`src/inc/wocns_pkg.sv`:
```
/*
 * Constants for the wake and offload control block: register offsets, field positions,
 * reset values, bus answer codes and the solicited-node prefix.
 * Assumes a 12-bit AXI4-Lite byte address and 32-bit data.
 */
package wocns_pkg;
   localparam int ADDR_W = 12;
   localparam logic [11:0] OFF_CTRL_STATUS = 12'h600;
   localparam logic [11:0] OFF_RESUME_OPTS = 12'h604;
   localparam logic [11:0] OFF_MATCH0_BASE = 12'h610;
   localparam logic [11:0] OFF_MATCH1_BASE = 12'h650;
   localparam int BIT_CSUM_OFF = 31;
   localparam int BIT_FWD_ARP = 10;
   localparam int BIT_FWD_NS = 9;
   localparam int BIT_ADV_SEL = 8;
   localparam int BIT_NS_FLAG = 7;
   localparam int BIT_ARP_FLAG = 6;
   localparam int BIT_V6_RCD = 5;
   localparam int BIT_V4_RCD = 4;
   localparam int BIT_NS_ON = 3;
   localparam int BIT_ARP_ON = 2;
   localparam int BIT_V6_WAKE = 1;
   localparam int BIT_V4_WAKE = 0;
   localparam int BIT_RES_CLR_FLAGS = 0;
   localparam int BIT_RES_CLR_ENABLES = 1;
   localparam logic [31:0] CTRL_RW_MASK = 32'h8000_070f;
   localparam logic [31:0] CTRL_RESET = 32'h0000_0000;
   localparam logic [31:0] ENTRY_RESET = 32'h0000_0000;
   localparam logic [1:0] RESP_OKAY = 2'h0;
   localparam logic [1:0] RESP_SLVERR = 2'h2;
   localparam logic [103:0] SOLICIT_PREFIX = 104'hff02_0000_0000_0000_0000_0001_ff;
endpackage : wocns_pkg

```
`src/rtl/wocns_ctrl.sv`:
```
/*
 * Wake and offload control block: control/status register, resume options register,
 * two IPv6 destination match entries, frame qualification and verdicts.
 * Assumes the receive MAC presents one-cycle frame summaries synchronous to aclk and
 * shifts the IPv6 destination in, first received byte first, before the summary.
 */
// The AXI4-Lite interface to the registers was chosen for this implementation.
`timescale 1ns/100ps

// Contract
// - Checksum on: need IP, TCP and FCS good.
// - Checksum off: check FCS only.
// - Forward ARP bit: discard or pass handled ARP.
// - Forward NS bit: discard or pass handled NS.
// - Advert source: entry or solicitation target.
// - Valid NS sets solicit received flag.
// - Valid ARP sets flag, write-one clears.
// - Valid IPv6 SYN sets flag, write-one clears.
// - Valid IPv4 SYN sets its flag.
// - Resume option clears both SYN flags.
// - Answer NS only while enabled.
// - Answer ARP only while enabled.
// - IPv6 SYN wakes only while enabled.
// - IPv4 SYN wakes only while enabled.
// - Resume option clears both SYN wake enables.
// - Two 128-bit entries, four words, low first.
// - Match only own, multicast or broadcast frames.
// - Compare IPv6 destination with both entries.
// - Solicited-node: compare entry top 24 bits.
// - First address byte lands at bits 127:120.
module wocns_ctrl
   import wocns_pkg::*;
(
   input wire logic aclk,
   input wire logic aresetn,
   input wire logic [11:0] s_axi_awaddr,
   input wire logic s_axi_awvalid,
   output logic s_axi_awready,
   input wire logic [31:0] s_axi_wdata,
   input wire logic [3:0] s_axi_wstrb,
   input wire logic s_axi_wvalid,
   output logic s_axi_wready,
   output logic [1:0] s_axi_bresp,
   output logic s_axi_bvalid,
   input wire logic s_axi_bready,
   input wire logic [11:0] s_axi_araddr,
   input wire logic s_axi_arvalid,
   output logic s_axi_arready,
   output logic [31:0] s_axi_rdata,
   output logic [1:0] s_axi_rresp,
   output logic s_axi_rvalid,
   input wire logic s_axi_rready,
   input wire logic rx_dst_byte_valid,
   input wire logic [7:0] rx_dst_byte,
   input wire logic rx_frame_end,
   input wire logic rx_is_arp,
   input wire logic rx_is_ns,
   input wire logic rx_is_ipv6,
   input wire logic rx_is_v6_syn,
   input wire logic rx_is_v4_syn,
   input wire logic rx_eth_dst_ok,
   input wire logic rx_targets_me,
   input wire logic rx_fcs_ok,
   input wire logic rx_ip_csum_ok,
   input wire logic rx_l4_csum_ok,
   input wire logic [127:0] rx_ns_target,
   input wire logic resume_done,
   output logic verdict_valid,
   output logic frame_pass,
   output logic arp_respond,
   output logic ns_respond,
   output logic [1:0] ns_dst_hit,
   output logic [127:0] advert_src_addr,
   output logic wake_req
);

   logic [31:0] ctrl;
   logic [3:0] flags;
   logic [1:0] resume_opts;
   logic [31:0] entry [2][4];
   logic [127:0] rx_dst;
   logic [11:0] wr_addr;
   logic [31:0] wr_data;
   logic [3:0] wr_strb;
   logic aw_held;
   logic w_held;
   logic do_write;
   logic ctrl_write;
   logic [31:0] rd_value;
   logic rd_hit;
   logic wr_hit;
   logic [3:0] wr_dec;
   logic csum_ok;
   logic arp_valid;
   logic ns_valid;
   logic v6_valid;
   logic v4_valid;
   logic [1:0] next_hit;
   logic arp_handled;
   logic ns_handled;
   logic [3:0] set_flags;
   logic [3:0] w1c_flags;
   logic [3:0] resume_clr;

   function automatic logic [31:0] merge_bytes(input logic [31:0] old_v, input logic [31:0] new_v,
                                               input logic [3:0] strb);
      logic [31:0] res;
      res = old_v;
      for (int b = 0; b < 4; b++) begin
         if (strb[b]) begin
            res[8*b +: 8] = new_v[8*b +: 8];
         end
      end
      return res;
   endfunction : merge_bytes

   // Returns {hit, entry index, word index} for an address in either match range.
   function automatic logic [3:0] entry_decode(input logic [11:0] addr);
      logic [3:0] res;
      res = 4'h0;
      if (addr[11:4] == OFF_MATCH0_BASE[11:4] && addr[1:0] == 2'h0) begin
         res = {1'b1, 1'b0, addr[3:2]};
      end else if (addr[11:4] == OFF_MATCH1_BASE[11:4] && addr[1:0] == 2'h0) begin
         res = {1'b1, 1'b1, addr[3:2]};
      end
      return res;
   endfunction : entry_decode

   function automatic logic is_mapped(input logic [11:0] addr);
      logic [3:0] dec;
      dec = entry_decode(addr);
      return addr == OFF_CTRL_STATUS || addr == OFF_RESUME_OPTS || dec[3];
   endfunction : is_mapped

   // A solicited-node destination only carries the top 24 bits of the address it stands for.
   function automatic logic dst_match(input logic [127:0] dst, input logic [127:0] ent);
      if (dst[127:24] == SOLICIT_PREFIX) begin
         return ent[127:104] == dst[23:0];
      end
      return ent == dst;
   endfunction : dst_match

   // Bus write side: address and data are taken in either order, answered once both are held.
   assign s_axi_awready = !aw_held;
   assign s_axi_wready = !w_held;
   assign do_write = aw_held && w_held && !s_axi_bvalid;
   assign wr_hit = is_mapped(wr_addr);
   assign wr_dec = entry_decode(wr_addr);
   assign ctrl_write = do_write && wr_addr == OFF_CTRL_STATUS;

   always_ff @(posedge aclk) begin
      if (!aresetn) begin
         aw_held <= 1'b0;
         wr_addr <= 12'h000;
      end else if (s_axi_awvalid && s_axi_awready) begin
         aw_held <= 1'b1;
         wr_addr <= s_axi_awaddr;
      end else if (do_write) begin
         aw_held <= 1'b0;
      end
   end

   always_ff @(posedge aclk) begin
      if (!aresetn) begin
         w_held <= 1'b0;
         wr_data <= 32'h0000_0000;
         wr_strb <= 4'h0;
      end else if (s_axi_wvalid && s_axi_wready) begin
         w_held <= 1'b1;
         wr_data <= s_axi_wdata;
         wr_strb <= s_axi_wstrb;
      end else if (do_write) begin
         w_held <= 1'b0;
      end
   end

   always_ff @(posedge aclk) begin
      if (!aresetn) begin
         s_axi_bvalid <= 1'b0;
         s_axi_bresp <= RESP_OKAY;
      end else if (do_write) begin
         s_axi_bvalid <= 1'b1;
         s_axi_bresp <= wr_hit ? RESP_OKAY : RESP_SLVERR;
      end else if (s_axi_bready) begin
         s_axi_bvalid <= 1'b0;
      end
   end

   // Control bits, with resume able to drop the SYN wake enables.
   assign resume_clr = {2'b00, {2{resume_done && resume_opts[BIT_RES_CLR_FLAGS]}}};

   always_ff @(posedge aclk) begin
      if (!aresetn) begin
         ctrl <= CTRL_RESET;
      end else begin
         if (ctrl_write) begin
            ctrl <= merge_bytes(ctrl, wr_data, wr_strb) & CTRL_RW_MASK;
         end
         if (resume_done && resume_opts[BIT_RES_CLR_ENABLES]) begin
            ctrl[BIT_V6_WAKE] <= 1'b0;
            ctrl[BIT_V4_WAKE] <= 1'b0;
         end
      end
   end

   always_ff @(posedge aclk) begin
      if (!aresetn) begin
         resume_opts <= 2'b00;
      end else if (do_write && wr_addr == OFF_RESUME_OPTS && wr_strb[0]) begin
         resume_opts <= wr_data[1:0];
      end
   end

   always_ff @(posedge aclk) begin
      if (!aresetn) begin
         for (int e = 0; e < 2; e++) begin
            for (int w = 0; w < 4; w++) begin
               entry[e][w] <= ENTRY_RESET;
            end
         end
      end else if (do_write && wr_dec[3]) begin
         entry[wr_dec[2]][wr_dec[1:0]] <= merge_bytes(entry[wr_dec[2]][wr_dec[1:0]], wr_data, wr_strb);
      end
   end

   // Flags: order is {NS, ARP, IPv6 SYN, IPv4 SYN}; a set in the clearing cycle wins.
   assign w1c_flags = (ctrl_write && wr_strb[0]) ? wr_data[BIT_NS_FLAG:BIT_V4_RCD] : 4'h0;
   assign set_flags = {ns_valid, arp_valid, v6_valid, v4_valid};

   always_ff @(posedge aclk) begin
      if (!aresetn) begin
         flags <= 4'h0;
      end else begin
         flags <= (flags & ~w1c_flags & ~resume_clr) | set_flags;
      end
   end

   // Bus read side.
   always_comb begin
      logic [3:0] dec;
      dec = entry_decode(s_axi_araddr);
      rd_value = 32'h0000_0000;
      rd_hit = 1'b1;
      if (s_axi_araddr == OFF_CTRL_STATUS) begin
         rd_value = ctrl;
         rd_value[BIT_NS_FLAG:BIT_V4_RCD] = flags;
      end else if (s_axi_araddr == OFF_RESUME_OPTS) begin
         rd_value = {30'h0, resume_opts};
      end else if (dec[3]) begin
         rd_value = entry[dec[2]][dec[1:0]];
      end else begin
         rd_hit = 1'b0;
      end
   end

   assign s_axi_arready = !s_axi_rvalid;

   always_ff @(posedge aclk) begin
      if (!aresetn) begin
         s_axi_rvalid <= 1'b0;
         s_axi_rdata <= 32'h0000_0000;
         s_axi_rresp <= RESP_OKAY;
      end else if (s_axi_arvalid && s_axi_arready) begin
         s_axi_rvalid <= 1'b1;
         s_axi_rdata <= rd_value;
         s_axi_rresp <= rd_hit ? RESP_OKAY : RESP_SLVERR;
      end else if (s_axi_rready) begin
         s_axi_rvalid <= 1'b0;
      end
   end

   // The destination arrives byte-serially, so the first byte ends up at the top.
   always_ff @(posedge aclk) begin
      if (!aresetn) begin
         rx_dst <= 128'h0;
      end else if (rx_dst_byte_valid) begin
         rx_dst <= {rx_dst[119:0], rx_dst_byte};
      end
   end

   // Frame qualification at the frame summary.
   assign csum_ok = rx_fcs_ok && (ctrl[BIT_CSUM_OFF] || (rx_ip_csum_ok && rx_l4_csum_ok));
   assign arp_valid = rx_frame_end && rx_is_arp && csum_ok;
   assign ns_valid = rx_frame_end && rx_is_ns && csum_ok;
   assign v6_valid = rx_frame_end && rx_is_v6_syn && csum_ok;
   assign v4_valid = rx_frame_end && rx_is_v4_syn && csum_ok;

   always_comb begin
      next_hit = 2'b00;
      if (rx_is_ipv6 && ctrl[BIT_NS_ON] && rx_eth_dst_ok) begin
         for (int e = 0; e < 2; e++) begin
            next_hit[e] = dst_match(rx_dst, {entry[e][3], entry[e][2], entry[e][1], entry[e][0]});
         end
      end
   end

   assign arp_handled = arp_valid && ctrl[BIT_ARP_ON] && rx_targets_me && rx_eth_dst_ok;
   assign ns_handled = ns_valid && ctrl[BIT_NS_ON] && rx_targets_me && (next_hit != 2'b00);

   always_ff @(posedge aclk) begin
      if (!aresetn) begin
         verdict_valid <= 1'b0;
         frame_pass <= 1'b0;
         arp_respond <= 1'b0;
         ns_respond <= 1'b0;
         ns_dst_hit <= 2'b00;
         wake_req <= 1'b0;
      end else begin
         verdict_valid <= rx_frame_end;
         frame_pass <= arp_handled ? ctrl[BIT_FWD_ARP] : (ns_handled ? ctrl[BIT_FWD_NS] : 1'b1);
         arp_respond <= arp_handled;
         ns_respond <= ns_handled;
         ns_dst_hit <= rx_frame_end ? next_hit : 2'b00;
         wake_req <= (v6_valid && ctrl[BIT_V6_WAKE]) || (v4_valid && ctrl[BIT_V4_WAKE]);
      end
   end

   // Entry 0 is preferred when both entries hit.
   always_ff @(posedge aclk) begin
      if (!aresetn) begin
         advert_src_addr <= 128'h0;
      end else if (ns_handled) begin
         if (ctrl[BIT_ADV_SEL]) begin
            advert_src_addr <= next_hit[0] ? {entry[0][3], entry[0][2], entry[0][1], entry[0][0]}
                                          : {entry[1][3], entry[1][2], entry[1][1], entry[1][0]};
         end else begin
            advert_src_addr <= rx_ns_target;
         end
      end
   end
endmodule : wocns_ctrl
```
`config.mk`:
```
export PLATFORM = sky130hd
export DESIGN_NAME = wocns_ctrl
export DESIGN_NICKNAME = d
export VERILOG_FILES = /design/src/inc/wocns_pkg.sv /design/src/rtl/wocns_ctrl.sv
export SDC_FILE = /design/constraint.sdc
export NUM_CORES = 2
export LEC_CHECK = 0
export ABC_AREA = 1
export BUFFER_PORTS_ARGS = -buffer_cell sky130_fd_sc_hd__buf_2
export CAP_MARGIN = 10
export CELL_PAD_IN_SITES_DETAIL_PLACEMENT = 1
export CELL_PAD_IN_SITES_GLOBAL_PLACEMENT = 1
export CORE_UTILIZATION = 46
export DETAILED_ROUTE_END_ITERATION = 7
export PLACE_DENSITY_LB_ADDON = 0.1
export SETUP_SLACK_MARGIN = 0.02
export SYNTH_ARGS = -nofsm -noshare
export SYNTH_HDL_FRONTEND = slang
export SYNTH_SLANG_ARGS = --single-unit
export TNS_END_PERCENT = 10
```
`constraint.sdc`:
```
create_clock -name aclk -period 9.8 [get_ports aclk]
set_input_delay 0.49 -clock aclk [delete_from_list [all_inputs] [get_ports aclk]]
set_output_delay 0.49 -clock aclk [all_outputs]
set_load 0.1 [all_outputs]
```
==> metrics.md <==
| Metric | Value |
|---|---|
| Outcome | `complete, no violations` |
| DRC | `0` |
| Final std cells w/o fill | `6,415` |
| CP endpoint kind | `register` |
| Max Root-Sink Buffers | `3` |
| CP peak stage delay | `800 ps` |
| Switch Pwr | `1830 µW` |
| Routed wire per std cell | `27.9 µm` |
| Area delta synth->final | `13.4%` |
| Min cycle time layout | `4810 ps` |
| Period utilisation layout | `0.491` |
| Slowest-stage cell, CP | `o21ai_1` |
| Nets | `5,537` |
| Antenna Nets Post-Route | `0` |
| Vias in the first global route | `37,500` |
| P_leak | `0.0176 µW` |
| DR iter-0 viols | `4,601` |
| Share of cells above drive strength 1 | `0.123` |
| Post-synth ARST share | `0` |
| Combinational share of power | `0.098` |
| Die area | `78,300 µm²` |
| Cells along the critical path | `nor2_1, nand3_1, inv_1, nand2_2, inv_2, nand2_1, buf_4, inv_2, buf_4, o211ai_1, nand2_1, nor2_1, o21ai_1, inv_1` |
| Fmax | `208 MHz` |
| First-pass GRT wire length | `255 mm` |
| Setup TNS Final | `0 ps` |
| Final Total Pwr | `6440 µW` |
| CP Buf/Inv Count | `6` |
| Grt total ovfl | `0` |
| # placed instances | `6,274` |
| Post-synth EDFFs | `256` |
| Yosys cell types | `44` |
| Switching portion of total power | `0.284` |
| Syn avg cell area | `6.92 µm²` |
| Hold Crit Class | `input port to register` |
| YS warnings | `0` |
| #FFs+latches synth | `619` |
| Worst hold slack | `44.5 ps` |
| Mapped Area | `35,500 µm²` |
| Postcts setup bufs | `0` |
| Post-Synthesis Cells | `5,131` |
| Row cnt | `101` |
| I/O pin cnt | `392` |
| Sequential fraction of the synthesis area | `0.421` |
| Core ar. | `76,200 µm²` |
| Peak supply drop | `114 µV` |
| Vias | `38,800` |
| Total CTS buffers | `75` |
| Kind of critical path | `register to register` |
| Clk pwr share | `0.444` |
| CP Max Fanout | `67` |
| Worst Clk Skew | `18.9 ps` |
| Final Setup Violations | `0` |
| Die Y | `280 µm` |
| Normalized max-slew margin | `0.116` |
| Slew @ Worst Pin | `1330 ps` |
| Maxcap violations | `0` |
| Fillers | `9,998` |
| Initial Util | `0.466` |
| Pint | `4610 µW` |
| Fin. Hold Viols | `0` |
| Placer Congestion | `1.11` |
| First drt pass iteration count | `8` |
| Arr. time, crit path | `5140 ps` |
| DP HPWL | `133 mm` |
| Clk Latency, worst-skew pair | `640 ps` |
| CP Launch Type | `register` |
| Pwr dens | `160 nW/µm²` |
| Hold_buf cts | `0` |
| Main flop type after synthesis | `dfxtp_1` |
| CTS tree | `done` |
| RSZ-0062 raised after global routing | `false` |
| Gr usage total | `0.447` |
| Avg Vias per Cell | `6.06` |
| Die W | `280 µm` |
| Port bufs | `389` |
| Initial antenna violation count | `12` |
| Routed WL | `179 mm` |
| H-tree Lvls | `3` |
| Post-CTS Resized | `0` |
| Sink Count | `619` |
| Largest net degree at the start of global routing | `192` |
| Final Util | `0.528` |
| WP data required | `10,120 ps` |
| Clock-pin slew on the worst setup and hold paths | `60 ps` |
| Crit path max-delay family | `buffers and inverters` |
| Slew Limit Fails | `0` |
| Seq pwr share | `0.457` |
| Clock root buffer | `clkbuf_16` |
==> worst paths after layout <==
path	startpoint	to	slack, ps	cells past startpoint
setup / recovery	wr_addr[11]	entry[1][22]	4990	14
hold reg to reg	wr_addr[0]	wr_addr[0]	460	2
setup reg to reg	wr_addr[11]	entry[1][22]	4990	14
hold / removal	s_axi_bready	s_axi_bvalid	40	2
==> cell type report <==
class / count / area, µm² / share of cell area
multi-input combinational: 3715 / 17400 / 0.432
sequential: 619 / 15000 / 0.372
timing repair buffer: 449 / 2420 / 0.0602
clock buffer: 110 / 2210 / 0.0548
inverter: 461 / 1740 / 0.0433
tap: 1030 / 1290 / 0.0320
clock inverter: 28 / 244 / 0.00606
antenna: 3 / 7.51 / 0.000186
==> cells in the final DEF (no fill, tap or decap), types with 60 or more instances in the layout <==
master     netlist  routed
buf_4           15      60
o221ai_1        60      60
a21oi_1        363     363
edfxtp_1       256     256
buf_2           70     387
nand3_1        429     429
xor2_1          92      92
clkbuf_16        0      77
xnor2_1        112     112
nor2_1         963     957
nand2_1       1161    1155
o21ai_0        332     332
inv_1          435     429
dfxtp_1        363     362
==> metrics by stage <==
stage                     setup WS (ps)  area (µm²)
after floorplan                    6370       35500
after global placement             5280       37800
after detailed placement           5280       37800
after CTS                          5220       40300
after global routing               4880       40300
final                              4990       40300
==> state kept, by name, indices dropped and copies added (netlist names) <==
name,flops
s_axi_rdata,32
ns_respond,1
s_axi_rresp,1
s_axi_bresp,1
wake_req,1
wr_data,32
ns_dst_hit,2
resume_opts,2
s_axi_rvalid,1
arp_respond,1
frame_pass,1
wr_addr,12
rx_dst,128
ctrl,8
entry,256
verdict_valid,1
w_held,1
wr_strb,4
advert_src_addr,128
s_axi_bvalid,1
flags,4
aw_held,1
==> cells in the mapped netlist (all sizes together), types with 5 or more instances <==
cell        n  share of area
a21oi     363          0.051
a31oi      10         0.0018
buf       127          0.020
clkbuf    210          0.022
dfxtp     363           0.20
edfxtp    256           0.22
inv       459          0.049
nand2    1162           0.12
nand3     429          0.060
nand4      16         0.0028
nor2      965           0.10
nor3       22         0.0038
nor4        5         0.0011
o2111ai    24         0.0059
o211ai     46         0.0097
o21ai     357          0.051
o221ai     60          0.015
or2        33         0.0058
xnor2     112          0.028
xor2       92          0.023
==> kinds of logic (layout without fill, tap and decap cells) <==
kind of cell              Yosys count  in the layout  synth area share
DFF                               619            619             0.421
buffers and inverters             798           1048            0.0907
xor gates and xnor gates          204            204            0.0503
other                               1              5          0.000106
muxes                               2              2          0.000564
AOI/OAI and AO/OA                 874            874             0.138
and+or+nand+nor                  2633           2633             0.299
==> power groups by stage <==
stage / clock, µW / sequential, µW / combinational [µW]
floorplan: 0 / 2930 / 373
CTS: 2860 / 2930 / 614
finish: 2860 / 2950 / 634
detailed placement: 0 / 2990 / 608
global placement: 0 / 2980 / 598
global route: 2950 / 2940 / 678
==> metal layers <==
layer / share of wire / global-route usage / routed length [µm]
met5: 0.00077 / 0.00876 / 138
met4: 0.083 / 0.309 / 14800
met3: 0.11 / 0.121 / 19800
met2: 0.43 / 0.678 / 76900
met1: 0.38 / 0.553 / 67200
Note: power is estimated with default switching activity, not from simulation.
